$ cat src/logic/remap_pkg.sv
package remap_pkg;
    // ----------------------------------------------------------------
    // register map (byte addresses)
    // ----------------------------------------------------------------
    localparam int          ADDR_W          = 8;
    localparam int          DATA_W          = 16;
    localparam logic [7:0]  ADDR_OSC_CTRL   = 8'h00;
    localparam logic [7:0]  ADDR_OUT_MAP9   = 8'h04;
    localparam logic [7:0]  ADDR_OUT_MAP10  = 8'h08;
    localparam logic [7:0]  ADDR_IN_MAP0    = 8'h0c;
    localparam logic [7:0]  ADDR_IN_MAP1    = 8'h10;
    localparam logic [7:0]  ADDR_IRQ_STAT   = 8'h14;
    localparam logic [7:0]  ADDR_IRQ_CLR    = 8'h18;
    localparam logic [7:0]  ADDR_IRQ_EN     = 8'h1c;
    localparam logic [7:0]  ADDR_STATUS     = 8'h20;
    // ----------------------------------------------------------------
    // fields
    // ----------------------------------------------------------------
    localparam int          LOCK_BIT        = 6;
    localparam int          ONE_WAY_BIT     = 5;
    localparam int          SEL_W           = 6;
    localparam int          HI_LSB          = 8;
    localparam logic [15:0] FIELD_MASK      = 16'h3f3f;
    localparam logic [15:0] REG_RESET       = 16'h0000;
    localparam logic [7:0]  UNLOCK_KEY1     = 8'h46;
    localparam logic [7:0]  UNLOCK_KEY2     = 8'h57;
    localparam logic [7:0]  CFG_WORD_RESET  = 8'hff;
    localparam int          NUM_PINS        = 4;
    localparam int          NUM_VIRT        = 4;
    localparam logic [5:0]  VIRT_BASE       = 6'h20;
    localparam logic [5:0]  FUNC_NONE       = 6'h00;
    // irq bits
    localparam int          IRQ_MISMATCH    = 0;
    localparam int          IRQ_BLOCKED     = 1;
    localparam int          IRQ_W           = 2;
    // unlock sequencer
    typedef enum logic [1:0] {
        SEQ_IDLE = 2'b00,
        SEQ_KEY1 = 2'b01,
        SEQ_OPEN = 2'b10
    } unlock_state_t;
endpackage

$ cat src/logic/remap_unlock_seq.sv
`timescale 1ns/1ns
module remap_unlock_seq (
    // clock and reset
    input  wire logic sys_clk,
    input  wire logic sys_rst,
    input  wire logic clkEn,
    // writes to control low byte, any-write strobe and sequence block
    input  wire logic ctrlWrite,
    input  wire logic [7:0] ctrlData,
    input  wire logic anyWrite,
    input  wire logic sequenceBlocked,
    // sequence result
    output logic      lockChangeOk
);
    import remap_pkg::*;

    unlock_state_t state_reg;
    unlock_state_t state_next;

    // ------------------------------------------------------------
    // key detector
    // ------------------------------------------------------------
    // next state: keys must be back-to-back writes
    always_comb begin
        state_next = state_reg;
        if (anyWrite) begin
            case (state_reg)
                SEQ_IDLE: begin
                    state_next = (ctrlWrite && ctrlData == UNLOCK_KEY1) ? SEQ_KEY1 : SEQ_IDLE;
                end
                SEQ_KEY1: begin
                    state_next = (ctrlWrite && ctrlData == UNLOCK_KEY2) ? SEQ_OPEN : SEQ_IDLE;
                end
                SEQ_OPEN: begin
                    state_next = SEQ_IDLE; // next write consumes the window
                end
                default: begin
                    state_next = SEQ_IDLE;
                end
            endcase
        end
        if (sequenceBlocked) begin
            state_next = SEQ_IDLE;
        end
    end

    // state register
    always_ff @(posedge sys_clk) begin
        if (sys_rst) begin
            state_reg <= SEQ_IDLE;
        end else if (clkEn) begin
            state_reg <= state_next;
        end
    end

    assign lockChangeOk = (state_reg == SEQ_OPEN);
endmodule // remap_unlock_seq

$ cat src/logic/remap_pin_select_lock.sv
`timescale 1ns/1ns
module remap_pin_select_lock #(
    parameter int NUM_FUNC = 16
) (
    // clock and reset
    input  wire logic                          sys_clk,
    input  wire logic                          sys_rst,
    input  wire logic                          clkEn,
    // register port
    input  wire logic [remap_pkg::ADDR_W-1:0]  regAddr,
    input  wire logic [remap_pkg::DATA_W-1:0]  regWrData,
    input  wire logic                          regWrite,
    input  wire logic                          regRead,
    output logic      [remap_pkg::DATA_W-1:0]  regRdData,
    // configuration word (static fuse bits)
    input  wire logic [7:0]                    oscillatorConfigWord,
    // peripheral outputs, indexed by function number
    input  wire logic [NUM_FUNC-1:0]           periphOut,
    // remappable pin levels from pads 18..21
    input  wire logic [remap_pkg::NUM_PINS-1:0] padIn,
    // pad drive, pins 18..21
    output logic      [remap_pkg::NUM_PINS-1:0] padOut,
    output logic      [remap_pkg::NUM_PINS-1:0] padOe,
    // peripheral inputs, two remapped inputs
    output logic      [1:0]                    periphIn,
    // virtual pin levels, pins 32..35
    output logic      [remap_pkg::NUM_VIRT-1:0] virtualPin,
    // safety and interrupt
    output logic                               mismatchResetReq,
    output logic                               irq
);
    import remap_pkg::*;

    // ------------------------------------------------------------
    // declarations
    // ------------------------------------------------------------
    logic [15:0]       outMap9_reg;
    logic [15:0]       outMap10_reg;
    logic [15:0]       inMap0_reg;
    logic [15:0]       inMap1_reg;
    logic [15:0]       shadow9_reg;
    logic [15:0]       shadow10_reg;
    logic [15:0]       shadowIn0_reg;
    logic [15:0]       shadowIn1_reg;
    logic              lock_reg;
    logic              lockEverSet_reg;
    logic              oneWay_reg;
    logic [7:0]        ctrlLow_reg;
    logic [IRQ_W-1:0]  irqStat_reg;
    logic [IRQ_W-1:0]  irqEn_reg;
    logic [IRQ_W-1:0]  irqEvent;
    logic              mismatch_reg;
    logic [NUM_PINS-1:0] padSync1_reg;
    logic [NUM_PINS-1:0] padSync2_reg;
    logic [NUM_PINS-1:0] padOut_reg;
    logic [NUM_VIRT-1:0] virt_reg;
    logic [1:0]        periphIn_reg;
    logic [15:0]       rdData_reg;
    logic              mapWrite;
    logic              ctrlWrite;
    logic              lockChangeOk;
    logic              mismatch;
    logic [SEL_W-1:0]  pinSel [NUM_PINS];
    logic [SEL_W-1:0]  inSel  [2];

    // map register address test, used by decode and lock check
    function automatic logic isMapAddr(input logic [ADDR_W-1:0] a);
        isMapAddr = (a == ADDR_OUT_MAP9) || (a == ADDR_OUT_MAP10) ||
                    (a == ADDR_IN_MAP0) || (a == ADDR_IN_MAP1);
    endfunction

    // level of a 6-bit pin index: pads 18..21 or virtual 32..35
    function automatic logic pinLevel(input logic [SEL_W-1:0] idx,
                                      input logic [NUM_PINS-1:0] pads,
                                      input logic [NUM_VIRT-1:0] virt);
        logic [SEL_W-1:0] off;
        off = idx - VIRT_BASE;
        pinLevel = 1'b0;
        if (idx >= VIRT_BASE && off < SEL_W'(NUM_VIRT)) begin
            pinLevel = virt[off[1:0]];
        end else if (idx >= 6'd18 && idx <= 6'd21) begin
            pinLevel = pads[2'(idx - 6'd18)];
        end
    endfunction

    assign ctrlWrite = regWrite && regAddr == ADDR_OSC_CTRL;
    assign mapWrite  = regWrite && isMapAddr(regAddr) && !lock_reg;

    // ------------------------------------------------------------
    // unlock sequence
    // ------------------------------------------------------------
    remap_unlock_seq u_seq (
        .sys_clk         (sys_clk),
        .sys_rst         (sys_rst),
        .clkEn           (clkEn),
        .ctrlWrite       (ctrlWrite),
        .ctrlData        (regWrData[7:0]),
        .anyWrite        (regWrite),
        .sequenceBlocked (oneWay_reg && lockEverSet_reg),
        .lockChangeOk    (lockChangeOk)
    );

    // config word sampled on every enabled cycle; reset loads the unprogrammed value, which reads one
    always_ff @(posedge sys_clk) begin
        if (sys_rst) begin
            oneWay_reg <= CFG_WORD_RESET[ONE_WAY_BIT];
        end else if (clkEn) begin
            oneWay_reg <= oscillatorConfigWord[ONE_WAY_BIT];
        end
    end

    // mapping write lock, held until explicitly changed
    always_ff @(posedge sys_clk) begin
        if (sys_rst) begin
            lock_reg        <= 1'b0;
            lockEverSet_reg <= 1'b0;
        end else if (clkEn) begin
            if (ctrlWrite && lockChangeOk) begin
                if (!(oneWay_reg && lockEverSet_reg)) begin
                    lock_reg <= regWrData[LOCK_BIT];
                end
                if (regWrData[LOCK_BIT]) begin
                    lockEverSet_reg <= 1'b1;
                end
            end
        end
    end

    // other control low-byte bits are plain storage
    always_ff @(posedge sys_clk) begin
        if (sys_rst) begin
            ctrlLow_reg <= 8'h00;
        end else if (clkEn && ctrlWrite && !lockChangeOk) begin
            ctrlLow_reg <= regWrData[7:0];
        end
    end

    // ------------------------------------------------------------
    // map registers and shadows
    // ------------------------------------------------------------
    always_ff @(posedge sys_clk) begin
        if (sys_rst) begin
            outMap9_reg   <= REG_RESET;
            outMap10_reg  <= REG_RESET;
            inMap0_reg    <= REG_RESET;
            inMap1_reg    <= REG_RESET;
            shadow9_reg   <= REG_RESET;
            shadow10_reg  <= REG_RESET;
            shadowIn0_reg <= REG_RESET;
            shadowIn1_reg <= REG_RESET;
        end else if (clkEn && mapWrite) begin
            case (regAddr)
                ADDR_OUT_MAP9: begin
                    outMap9_reg <= regWrData & FIELD_MASK;
                    shadow9_reg <= regWrData & FIELD_MASK;
                end
                ADDR_OUT_MAP10: begin
                    outMap10_reg <= regWrData & FIELD_MASK;
                    shadow10_reg <= regWrData & FIELD_MASK;
                end
                ADDR_IN_MAP0: begin
                    inMap0_reg    <= regWrData & FIELD_MASK;
                    shadowIn0_reg <= regWrData & FIELD_MASK;
                end
                ADDR_IN_MAP1: begin
                    inMap1_reg    <= regWrData & FIELD_MASK;
                    shadowIn1_reg <= regWrData & FIELD_MASK;
                end
                default: begin
                end
            endcase
        end
    end

    // continuous shadow compare
    assign mismatch = (outMap9_reg != shadow9_reg) || (outMap10_reg != shadow10_reg) ||
                      (inMap0_reg != shadowIn0_reg) || (inMap1_reg != shadowIn1_reg);

    always_ff @(posedge sys_clk) begin
        if (sys_rst) begin
            mismatch_reg <= 1'b0;
        end else if (clkEn) begin
            mismatch_reg <= mismatch;
        end
    end
    assign mismatchResetReq = mismatch_reg;

    // ------------------------------------------------------------
    // pin routing
    // ------------------------------------------------------------
    assign pinSel[0] = outMap9_reg[SEL_W-1:0];
    assign pinSel[1] = outMap9_reg[HI_LSB+SEL_W-1:HI_LSB];
    assign pinSel[2] = outMap10_reg[SEL_W-1:0];
    assign pinSel[3] = outMap10_reg[HI_LSB+SEL_W-1:HI_LSB];
    assign inSel[0]  = inMap0_reg[SEL_W-1:0];
    assign inSel[1]  = inMap0_reg[HI_LSB+SEL_W-1:HI_LSB];

    // pad inputs pass a two-stage synchroniser
    always_ff @(posedge sys_clk) begin
        if (sys_rst) begin
            padSync1_reg <= '0;
            padSync2_reg <= '0;
        end else if (clkEn) begin
            padSync1_reg <= padIn;
            padSync2_reg <= padSync1_reg;
        end
    end

    // pad outputs: selected function level, enable when mapped
    genvar gp;
    generate
        for (gp = 0; gp < NUM_PINS; gp++) begin : g_pad
            always_ff @(posedge sys_clk) begin
                if (sys_rst) begin
                    padOut_reg[gp] <= 1'b0;
                end else if (clkEn) begin
                    padOut_reg[gp] <= (pinSel[gp] != FUNC_NONE && pinSel[gp] < SEL_W'(NUM_FUNC)) ?
                                      periphOut[pinSel[gp][$clog2(NUM_FUNC)-1:0]] : 1'b0;
                end
            end
            assign padOe[gp] = (pinSel[gp] != FUNC_NONE);
        end
    endgenerate
    assign padOut = padOut_reg;

    // virtual pins 0 and 1 use the low selector of input map 1 and the next function, pins 2 and 3 its high selector
    genvar gv;
    generate
        for (gv = 0; gv < NUM_VIRT; gv++) begin : g_virt
            logic [SEL_W-1:0] vsel;
            assign vsel = (gv < 2) ? inMap1_reg[SEL_W-1:0] + SEL_W'(gv) : inMap1_reg[HI_LSB+SEL_W-1:HI_LSB];
            always_ff @(posedge sys_clk) begin
                if (sys_rst) begin
                    virt_reg[gv] <= 1'b0;
                end else if (clkEn) begin
                    virt_reg[gv] <= (vsel != FUNC_NONE && vsel < SEL_W'(NUM_FUNC)) ?
                                    periphOut[vsel[$clog2(NUM_FUNC)-1:0]] : 1'b0;
                end
            end
        end
    endgenerate
    assign virtualPin = virt_reg;

    // peripheral inputs pick a pad or a virtual pin
    always_ff @(posedge sys_clk) begin
        if (sys_rst) begin
            periphIn_reg <= 2'b00;
        end else if (clkEn) begin
            periphIn_reg[0] <= pinLevel(inSel[0], padSync2_reg, virt_reg);
            periphIn_reg[1] <= pinLevel(inSel[1], padSync2_reg, virt_reg);
        end
    end
    assign periphIn = periphIn_reg;

    // ------------------------------------------------------------
    // interrupts
    // ------------------------------------------------------------
    assign irqEvent[IRQ_MISMATCH] = mismatch;
    assign irqEvent[IRQ_BLOCKED]  = regWrite && isMapAddr(regAddr) && lock_reg;

    // sticky status, set wins over clear
    always_ff @(posedge sys_clk) begin
        if (sys_rst) begin
            irqStat_reg <= '0;
            irqEn_reg   <= '0;
        end else if (clkEn) begin
            irqStat_reg <= (irqStat_reg & ~((regWrite && regAddr == ADDR_IRQ_CLR) ?
                           regWrData[IRQ_W-1:0] : '0)) | irqEvent;
            if (regWrite && regAddr == ADDR_IRQ_EN) begin
                irqEn_reg <= regWrData[IRQ_W-1:0];
            end
        end
    end
    assign irq = |(irqStat_reg & irqEn_reg);

    // ------------------------------------------------------------
    // read data, one cycle after the strobe
    // ------------------------------------------------------------
    always_ff @(posedge sys_clk) begin
        if (sys_rst) begin
            rdData_reg <= '0;
        end else if (clkEn) begin
            rdData_reg <= '0;
            if (regRead) begin
                case (regAddr)
                    ADDR_OSC_CTRL:  rdData_reg <= {8'h00, ctrlLow_reg & ~(8'h01 << LOCK_BIT)} |
                                                  (16'(lock_reg) << LOCK_BIT);
                    ADDR_OUT_MAP9:  rdData_reg <= outMap9_reg;
                    ADDR_OUT_MAP10: rdData_reg <= outMap10_reg;
                    ADDR_IN_MAP0:   rdData_reg <= inMap0_reg;
                    ADDR_IN_MAP1:   rdData_reg <= inMap1_reg;
                    ADDR_IRQ_STAT:  rdData_reg <= 16'(irqStat_reg);
                    ADDR_IRQ_EN:    rdData_reg <= 16'(irqEn_reg);
                    ADDR_STATUS:    rdData_reg <= {13'h0, oneWay_reg, lockEverSet_reg, lockChangeOk};
                    default:        rdData_reg <= '0;
                endcase
            end
        end
    end
    assign regRdData = rdData_reg;
endmodule // remap_pin_select_lock

$ cat config.mk
export PLATFORM = sky130hd
export DESIGN_NAME = remap_pin_select_lock
export DESIGN_NICKNAME = d
export VERILOG_FILES = /design/src/logic/remap_pkg.sv /design/src/logic/remap_unlock_seq.sv /design/src/logic/remap_pin_select_lock.sv
export SDC_FILE = /design/constraint.sdc
export NUM_CORES = 1
export LEC_CHECK = 0
export ABC_AREA = 1
export BUFFER_PORTS_ARGS = -buffer_cell sky130_fd_sc_hd__clkbuf_2
export CAP_MARGIN = 15
export CORE_UTILIZATION = 50
export DETAILED_ROUTE_END_ITERATION = 6
export PLACE_DENSITY = 0.72
export SLEW_MARGIN = 5
export SYNTH_ARGS = -nofsm -noshare
export SYNTH_HDL_FRONTEND = slang
export SYNTH_SLANG_ARGS = --single-unit
export TNS_END_PERCENT = 30
$ cat constraint.sdc
create_clock -name sys_clk -period 2 [get_ports sys_clk]
set_input_delay 0.6 -clock sys_clk [delete_from_list [all_inputs] [get_ports sys_clk]]
set_output_delay 0.6 -clock sys_clk [all_outputs]
set_load 0.02 [all_outputs]
==> results of run 1 <==
==> cell usage after synthesis, types with 4 or more instances <==
| cell type | number | share of area (%) |
|---|---|---|
| dfxtp_1 | 95 | 32 |
| nand2_1 | 225 | 14 |
| o21ai_1 | 15 | 1.3 |
| nor3_1 | 5 | 0.43 |
| nand4_1 | 21 | 2.2 |
| o21ai_0 | 62 | 5.3 |
| buf_2 | 10 | 0.85 |
| buf_4 | 5 | 0.64 |
| nand3_1 | 98 | 8.4 |
| clkbuf_1 | 32 | 2.0 |
| inv_2 | 7 | 0.45 |
| a31oi_1 | 5 | 0.53 |
| a21oi_1 | 87 | 7.4 |
| nor2_2 | 7 | 0.75 |
| inv_1 | 96 | 6.1 |
| nor2_1 | 96 | 6.1 |
| clkinv_1 | 4 | 0.26 |
| o211ai_1 | 32 | 4.1 |
==> report_power, final <==
part | internal, W | total, W | switching [W]
Clock | 0.000986 | 0.00176 | 0.000771
Combinational | 0.000123 | 0.000383 | 0.000260
Sequential | 0.00191 | 0.00192 | 0.0000115
Total | 0.00302 | 0.00406 | 0.00104
==> layout by cell type (no fill, tap or decap), drive strengths merged, types with 3 or more instances in the layout <==
cell type and n:
clkbuf 87, conb 3, o21ai 77, nand3 103, nand2 230, o211ai 32
dfxtp 95, a31oi 5, ha 3, a21oi 87, nor3 7, nand4 21
nor4 3, inv 105, nor2 109, clkinv 5, buf 44
==> through the flow <==
step                std cells  setup TNS [ps]  total power, W  cell area, um^2
floorplan                 938               0         0.00216             5870
global placement         1150               0         0.00234             6570
detailed placement       1150            -460         0.00234             6570
CTS                      1166               0         0.00408             6870
global route             1166           -15.5         0.00419             6890
finish                   1166               0         0.00406             6890
==> worst min-delay path, cell delays in order <==
cell and delay [ps]:
clkbuf_2 70, nand2_1 40, nand3_1 60
==> cells by family (layout without fill, tap and decap cells) <==
family                   after synthesis  in the layout  share of synthesized area [%]
AO/OA/AOI/OAI                        202            202                           18.8
buffers and inverters                158            243                           11.0
XOR/XNOR                               1              1                          0.149
other                                  1              3                         0.0639
flip-flops                            95             95                           32.4
adder cells (fa/ha/maj)                3              3                          0.640
AND/OR/NAND/NOR                      476            476                           36.9
==> layer usage <==
metal	up-vias	share of wire (%)	global-route usage, %
li1	3246	-	-
met1	2812	46	41.0
met2	245	45	47.2
met3	28	7.2	4.47
met4	0	2.1	10.4
met5	-	0	0
==> cell type report <==
type	count	area [um^2]
clock buffers	11	233
clock inverters	5	66.3
fillers	1125	4530
inverters	107	402
multi-input cells	685	3340
flip-flops and latches	95	1900
well taps	143	179
repair buffers	120	761
==> worst paths after layout <==
check	start	slack [ps]	depth (start not counted)	to
setup / recovery	shadow10_reg[13]	50	5	padOe[3]
hold reg to reg	regRdData[7]	470	2	regRdData[7]
hold / removal	oscillatorConfigWord[5]	460	3	oneWay_reg
setup reg to reg	shadowIn1_reg[1]	230	9	virtualPin[1]
==> summary.log, run 1 <==
qor: synth.count_of_flip_flops_with_a_built_in_enable_after_synthesis 0
qor: clocking.cts_root_buffer clkbuf_16
qor: timing.fmax_achieved 513 MHz
qor: final_layout.synthToLayoutAreaGrowth 17.4%
qor: die.die_height 110 um
qor: synth.ys_ff_latch 95
qor: clocking.ctsResizeCount 0
qor: worst_setup_path.crit_path_start_kind flop
qor: worst_setup_path.cp_num_buf_inv 2
qor: route.route.final.wire_length 17,300 um
qor: worst_setup_path.path_delay_family simple AND/OR/NAND/NOR gates
qor: die.rows 39
qor: die.die_outline_width 110 um
qor: clocking.cts_tree done
qor: pwr.power.density_cell_area 590 mW/mm^2
qor: die.floorplan.initialDensity 51.4%
qor: synth.syn-cell-area 0.00587 mm^2
qor: clocking.clk_path_buf_depth 2
qor: pwr.leakagePower 3.16 nW
qor: clocking.tritoncts_num_sinks 95
qor: pwr.max-vdd-ir-drop 0.468 mV
qor: worst_setup_path.timing_worst_setup_path_type flop to output pin
qor: synth.yosysWarningCount 0
qor: synth.postSynthAreaPerCell 6.27 um^2
qor: route.drt_drc_violations_left 0
qor: status.result_of_the_run complete, no violations
qor: grt.grt_antenna_before_repair 0
qor: worst_setup_path.critical_path.max_fanout 3
qor: timing.timing.final.max_slew_violations 0
qor: clocking.clk_pin_slew_worst_paths 70 ps
qor: synth.netlist-cell-type-count 36
qor: grt.first_global_vias 5,567
qor: route.detail_route.vias_per_cell 5.43
qor: min_path.hold_path_class input port to flop
qor: worst_setup_path.critical_path.endpoint_type output pin
qor: route.num_vias 6,331
qor: timing.finalWorstSetupSlack 51.3 ps
qor: final_layout.finalNetCount 1,078
qor: worst_setup_path.cpMaxStageDelayCell dfxtp_1
qor: worst_setup_path.cp_data_arrival_time 1350 ps
qor: timing.final.period_utilization 97.4%
qor: worst_setup_path.worst_path_largest_cell_delay 320 ps
qor: timing.setup-violations-final 0
qor: worst_setup_path.crit_required 1400 ps
qor: clocking.cts.htree.levels 3
qor: route.post_route_antenna_net_violation_count 0
qor: die.die_area 0.0122 mm^2
qor: clocking.postCtsSetupBuffers 0
qor: place.dp_slack -53.5 ps
qor: final_layout.layout.core_utilization 60.3%
qor: clocking.cts-buffers-inserted 9
qor: worst_setup_path.cp_cell_sequence nor2_1 -> inv_1 -> nor3_2 -> nand3_1 -> clkbuf_2
qor: grt.first_pass_grt_wire_length 27,500 um
qor: die.core_region_area 0.0114 mm^2
qor: job.cap_violations 0
qor: clocking.insertion_delay 350 ps
qor: place.port_buffers 76
qor: route.initialDrtViolationCount 448
qor: final_layout.drive_above_1_share 16.7%
qor: timing.finalClockSkew 11.0 ps
qor: timing.finalHoldViolCount 0
qor: final_layout.n_antenna_cell 0
qor: route.avgRoutedWirePerCell 14.9 um
qor: timing.fin_hold_ws 459 ps
qor: grt.globalRouteOverflowTotal 0
qor: timing.final.min_clock_period 1950 ps
qor: place.gp_congestion 0.916
qor: synth.syn-instance-count 936
qor: grt.grt_max_degree 72
qor: route.drt-pass1-iter-count 6
qor: grt.grt.total_usage 29.8%
qor: clocking.hold_buffers 0
qor: synth.synthArstFlopShare 0%
qor: final_layout.largest_reg_flops 14
qor: die.io_pins 89
qor: synth.synth_sequential_area_ratio 32.4%
qor: place.hpwl 12,900 um
qor: synth.ys.flop_type dfxtp_1
(Power assumes the default switching activity.)
==> inputs of run 2 (changes only) <==
--- a/config.mk
+++ b/config.mk
@@ -8,6 +8,7 @@
 export ABC_AREA = 1
 export BUFFER_PORTS_ARGS = -buffer_cell sky130_fd_sc_hd__clkbuf_2
 export CAP_MARGIN = 15
+export CORE_MARGIN = 4
 export CORE_UTILIZATION = 50
 export DETAILED_ROUTE_END_ITERATION = 6
 export PLACE_DENSITY = 0.72
==> summary.log, run 2 (synthesized netlist as in run 1, its figures left out) <==
qor: worst_setup_path.crit_path_end padOe[1]
qor: worst_setup_path.cp_cell_sequence inv_1 -> nand3_1 -> clkbuf_2
qor: route.num_vias 6,426
qor: clocking.insertion_delay 350 ps
qor: worst_setup_path.timing_worst_setup_path_type flop to output pin
qor: place.port_buffers 76
qor: clocking.tritoncts_num_sinks 95
qor: route.initialDrtViolationCount 568
qor: timing.finalHoldViolCount 0
qor: die.die_height 116 um
qor: die.floorplan.initialDensity 51.2%
qor: timing.fin_hold_ws 466 ps
qor: route.route.final.wire_length 17,700 um
qor: pwr.power.density_cell_area 577 mW/mm^2
qor: place.gp_congestion 0.946
qor: worst_setup_path.cp_num_buf_inv 2
qor: worst_setup_path.r2r_start shadowIn1_reg[1]
qor: die.core_region_area 0.0115 mm^2
qor: final_layout.finalNetCount 1,085
qor: grt.grt_antenna_before_repair 0
qor: final_layout.largest_reg_flops 14
qor: status.result_of_the_run complete, no violations
qor: final_layout.drive_above_1_share 17.4%
qor: grt.grt.total_usage 26.9%
qor: worst_setup_path.worstSetupStartpoint shadow9_reg[9]
qor: min_path.hold_path_depth 2
qor: place.dp_slack -32.5 ps
qor: grt.globalRouteOverflowTotal 0
qor: timing.finalClockSkew 8.25 ps
qor: worst_setup_path.crit_required 1400 ps
qor: clocking.cts_tree done
qor: worst_setup_path.critical_path.max_fanout 7
qor: clocking.postCtsSetupBuffers 0
qor: die.io_pins 89
qor: min_path.hold_path_class flop to flop
qor: worst_setup_path.critical_path_depth 3
qor: clocking.cts-buffers-inserted 9
qor: route.post_route_antenna_net_violation_count 0
qor: place.hpwl 13,500 um
qor: timing.final.min_clock_period 1930 ps
qor: timing.fin_tns_setup 0 ps
qor: timing.fmax_achieved 519 MHz
qor: pwr.leakagePower 3.20 nW
qor: worst_setup_path.worst_path_largest_cell_delay 480 ps
qor: worst_setup_path.crit-reg2reg-capture virtualPin[1]
qor: route.avgRoutedWirePerCell 15.1 um
qor: timing.setup-violations-final 0
qor: die.die_area 0.0135 mm^2
qor: final_layout.final.fill_count 1,152
qor: clocking.clk_path_buf_depth 2
qor: route.drt_drc_violations_left 0
qor: worst_setup_path.cpMaxStageDelayCell dfxtp_1
qor: clocking.cts.htree.levels 3
qor: pwr.max-vdd-ir-drop 0.495 mV
qor: timing.timing.final.max_slew_violations 0
qor: worst_setup_path.critical_path.endpoint_type output pin
qor: worst_setup_path.cp_data_arrival_time 1330 ps
qor: worst_setup_path.path_delay_family flip-flops
qor: grt.grt_max_degree 72
qor: timing.grt_setup_unrepaired yes
qor: worst_setup_path.ff2ff_path_depth 9
qor: timing.final.period_utilization 96.4%
qor: die.rows 39
qor: worst_setup_path.crit_path_start_kind flop
qor: final_layout.synthToLayoutAreaGrowth 18.3%
qor: final_layout.n_antenna_cell 0
qor: worst_setup_path.regToRegSetupSlack 180 ps
qor: job.cap_violations 0
qor: timing.finalWorstSetupSlack 72.4 ps
qor: clocking.hold_buffers 0
qor: final_layout.layout_commonest_cell nand2_1
qor: final_layout.layout_common_cells nand2_1, nand3_1, inv_1, nor2_1, dfxtp_1
qor: grt.first_pass_grt_wire_length 28,900 um
qor: clocking.cts_root_buffer clkbuf_16
qor: die.die_outline_width 116 um
qor: grt.first_global_vias 5,788
qor: route.drt-pass1-iter-count 5
qor: pwr.total_power 0.00401 W
qor: route.detail_route.vias_per_cell 5.48
qor: clocking.clk_pin_slew_worst_paths 80 ps
==> run 2: cell count changes in the layout (fill, tap and decap cells not counted), sizes merged <==
cell / previous run / this run
inv: 105 / 108
bufinv: 1 / 0
clkinv: 5 / 4
clkbuf: 87 / 86
buf: 44 / 52
clkinvlp: 1 / 0
==> run 2: worst min-delay path by stage <==
stage | start | to | slack (ps)
detailed placement | irqStat_reg[0] | irqStat_reg[0] | 460
CTS | regRdData[6] | regRdData[6] | 470
floorplan | irqStat_reg[0] | irqStat_reg[0] | 440
global route | oscillatorConfigWord[5] | oneWay_reg | 470
finish | regRdData[5] | regRdData[5] | 470
global placement | regRdData[11] | regRdData[11] | 450
==> run 2: worst register-to-register path, cell delays in order (launching register included) <==
cell      delay, ps
dfxtp_1         400
inv_1           120
ha_1            390
inv_1           110
a21oi_1         130
o21ai_0         100
nand3_1         110
nand3b_1         80
nand3_1         170
a21oi_1          90
==> run 2: report_power, final <==
part           internal, W  switching (W)  leakage [nW]  total (W)
Sequential         0.00191      0.0000110         0.768    0.00192
Clock             0.000906       0.000792         0.143    0.00170
Combinational     0.000129       0.000263          2.29   0.000391
Total              0.00294        0.00107          3.20    0.00401
==> run 2: layer usage <==
metal / global-route usage (%) / wire (um) / part of all wire [%]
met5: 0 / 0 / 0
met1: 36.8 / 7870 / 44
met4: 9.13 / 470 / 2.6
met3: 4.92 / 1320 / 7.5
met2: 42.7 / 8080 / 46
==> run 2: final cells by class <==
class | count | area, um^2 | share of cell area, %
multi-input cells | 685 | 3340 | 48.2
flip-flops and latches | 95 | 1900 | 27.4
repair buffers | 127 | 826 | 11.9
inverters | 107 | 402 | 5.79
clock buffers | 11 | 243 | 3.50
well taps | 143 | 179 | 2.58
clock inverters | 5 | 46.3 | 0.667
==> run 2: what timing repair did <==
action | 4_1_cts | 5_1_grt
setup endpoints to repair | 1 | 4
pin swaps | 1 | 1
gates resized for setup | 1 | 4
==> run 2: per-stage QoR <==
step / instances / area (um^2) / utilization (%)
2_1_floorplan: 938 / 5870 / -
3_3_place_gp: 1157 / 6630 / 57.8
3_5_place_dp: 1157 / 6630 / 57.8
4_1_cts: 1173 / 6930 / 60.4
5_1_grt: 1173 / 6940 / 60.5
6_report: 1173 / 6940 / 60.5
==> inputs of run 3 (changes only) <==
--- a/config.mk
+++ b/config.mk
@@ -9,9 +9,9 @@
 export BUFFER_PORTS_ARGS = -buffer_cell sky130_fd_sc_hd__clkbuf_2
 export CAP_MARGIN = 15
 export CORE_MARGIN = 4
-export CORE_UTILIZATION = 50
+export CORE_UTILIZATION = 52
 export DETAILED_ROUTE_END_ITERATION = 6
-export PLACE_DENSITY = 0.72
+export PLACE_DENSITY = 0.75
 export SLEW_MARGIN = 5
 export SYNTH_ARGS = -nofsm -noshare
 export SYNTH_HDL_FRONTEND = slang
==> summary.log, run 3 (synthesized netlist as in run 1, its figures left out) <==
qor: grt.grt_antenna_before_repair 0
qor: worst_setup_path.cp_num_buf_inv 2
qor: clocking.postCtsSetupBuffers 0
qor: place.gp_congestion 0.963
qor: job.cap_violations 0
qor: min_path.hold_path_depth 2
qor: die.floorplan.initialDensity 53.6%
qor: worst_setup_path.path_delay_family simple AND/OR/NAND/NOR gates
qor: final_layout.layout_commonest_cell nand2_1
qor: clocking.cts_root_buffer clkbuf_16
qor: pwr.max-vdd-ir-drop 0.438 mV
qor: worst_setup_path.worst_path_largest_cell_delay 330 ps
qor: worst_setup_path.r2r_start shadowIn1_reg[1]
qor: place.port_buffers 76
qor: grt.first_global_vias 5,781
qor: worst_setup_path.crit_path_start_kind flop
qor: worst_setup_path.timing_worst_setup_path_type flop to output pin
qor: timing.fmax_achieved 509 MHz
qor: final_layout.layout_common_cells nand2_1, nand3_1, inv_1, nor2_1, dfxtp_1
qor: grt.globalRouteOverflowTotal 0
qor: place.placed_cells 1,150
qor: route.detail_route.vias_per_cell 5.52
qor: clocking.clk_pin_slew_worst_paths 70 ps
qor: pwr.total_power 0.00418 W
qor: final_layout.drive_above_1_share 17.2%
qor: timing.final.period_utilization 98.2%
qor: route.route.final.wire_length 17,800 um
qor: final_layout.instances_no_fill 1,166
qor: place.hpwl 13,300 um
qor: route.avgRoutedWirePerCell 15.3 um
qor: pwr.leakagePower 3.19 nW
qor: worst_setup_path.critical_path.max_fanout 3
qor: final_layout.largest_reg_flops 14
qor: worst_setup_path.cpMaxStageDelayCell dfxtp_1
qor: timing.finalHoldViolCount 0
qor: worst_setup_path.regToRegSetupSlack 150 ps
qor: die.die_area 0.0130 mm^2
qor: route.post_route_antenna_net_violation_count 0
qor: final_layout.synthToLayoutAreaGrowth 18.0%
qor: status.result_of_the_run complete, no violations
qor: timing.final.min_clock_period 1960 ps
qor: worst_setup_path.critical_path.endpoint_type output pin
qor: final_layout.finalNetCount 1,081
qor: place.dp_slack -68.1 ps
qor: route.drt_drc_violations_left 0
qor: timing.setup-violations-final 0
qor: grt.grt.total_usage 27.5%
qor: pwr.power.density_cell_area 603 mW/mm^2
qor: die.die_outline_width 114 um
qor: die.rows 38
qor: route.num_vias 6,437
qor: clocking.tritoncts_num_sinks 95
qor: die.io_pins 89
qor: worst_setup_path.crit_required 1400 ps
qor: timing.fin_tns_setup 0 ps
qor: route.drt-pass1-iter-count 5
qor: grt.grt_max_degree 72
qor: clocking.cts-buffers-inserted 9
qor: grt.first_pass_grt_wire_length 28,900 um
qor: die.die_height 114 um
qor: min_path.hold-path-endpoint regRdData[1]
qor: timing.finalWorstSetupSlack 36.8 ps
qor: clocking.clk_path_buf_depth 2
qor: clocking.insertion_delay 350 ps
qor: final_layout.n_antenna_cell 0
qor: timing.fin_hold_ws 466 ps
qor: worst_setup_path.crit-reg2reg-capture virtualPin[1]
qor: worst_setup_path.ff2ff_path_depth 9
qor: timing.finalClockSkew 4.85 ps
qor: worst_setup_path.cp_cell_sequence nor2_1 -> inv_1 -> nor3_2 -> nand3_1 -> buf_2
qor: min_path.timing.hold.worst.start regRdData[1]
qor: worst_setup_path.cp_data_arrival_time 1360 ps
qor: route.initialDrtViolationCount 598
qor: die.core_region_area 0.0109 mm^2
qor: clocking.hold_buffers 0
qor: clocking.cts.htree.levels 3
qor: timing.grt_setup_unrepaired yes
qor: min_path.hold_path_class flop to flop
qor: timing.timing.final.max_slew_violations 0
qor: clocking.cts_tree done
==> run 3: worst max path at each step <==
stage                           from           endpoint  slack [ps]  depth (start not counted)
floorplan           shadowIn1_reg[0]      virtualPin[1]         120                         11
global placement          regAddr[7]   shadowIn0_reg[8]           4                          9
detailed placement        regAddr[7]  shadowIn0_reg[10]         -70                          9
CTS                  shadow10_reg[5]           padOe[2]          40                          5
global route        shadow10_reg[13]           padOe[3]         -20                          5
finish              shadow10_reg[13]           padOe[3]          40                          5
==> run 3: repair_timing <==
| item | CTS | global route |
|---|---|---|
| gates resized for setup | 1 | 4 |
| setup endpoints to repair | 1 | 4 |
| hold endpoints to repair | 0 | 0 |
==> run 3: through the flow <==
step	util, %	instance area [um^2]
floorplan	-	5870
global placement	60.1	6570
detailed placement	60.1	6570
CTS	63.2	6910
global route	63.3	6920
finish	63.3	6920
==> run 3: final cells by class <==
cell class / instances / area [um^2]
Multi-Input combinational cell: 685 / 3340
Tap cell: 140 / 175
Clock buffer: 9 / 225
Clock inverter: 7 / 103
Fill cell: 1080 / 4010
Inverter: 107 / 402
Sequential cell: 95 / 1900
Timing Repair Buffer: 123 / 771
==> run 3: routing by layer <==
layer	up-vias	track usage [%]	part of all wire [%]
li1	3248	-	-
met1	2895	38.3	44
met2	259	43.4	45
met3	35	4.12	7.7
met4	0	9.74	2.8
met5	-	0	0
==> run 3: power breakdown <==
group	leakage (nW)	internal [W]	total [W]	switching [W]
clock network	0.160	0.00102	0.00187	0.000856
registers	0.768	0.00191	0.00192	0.0000111
logic	2.26	0.000125	0.000386	0.000261
==> run 3: worst reg2reg max path, stage by stage (launching register included) <==
cell	delay, ps
dfxtp_1	410
inv_1	140
ha_1	400
inv_1	120
a21oi_1	110
o21ai_0	90
nand3_1	100
nand3b_1	90
nand3_1	190
a21oi_1	90
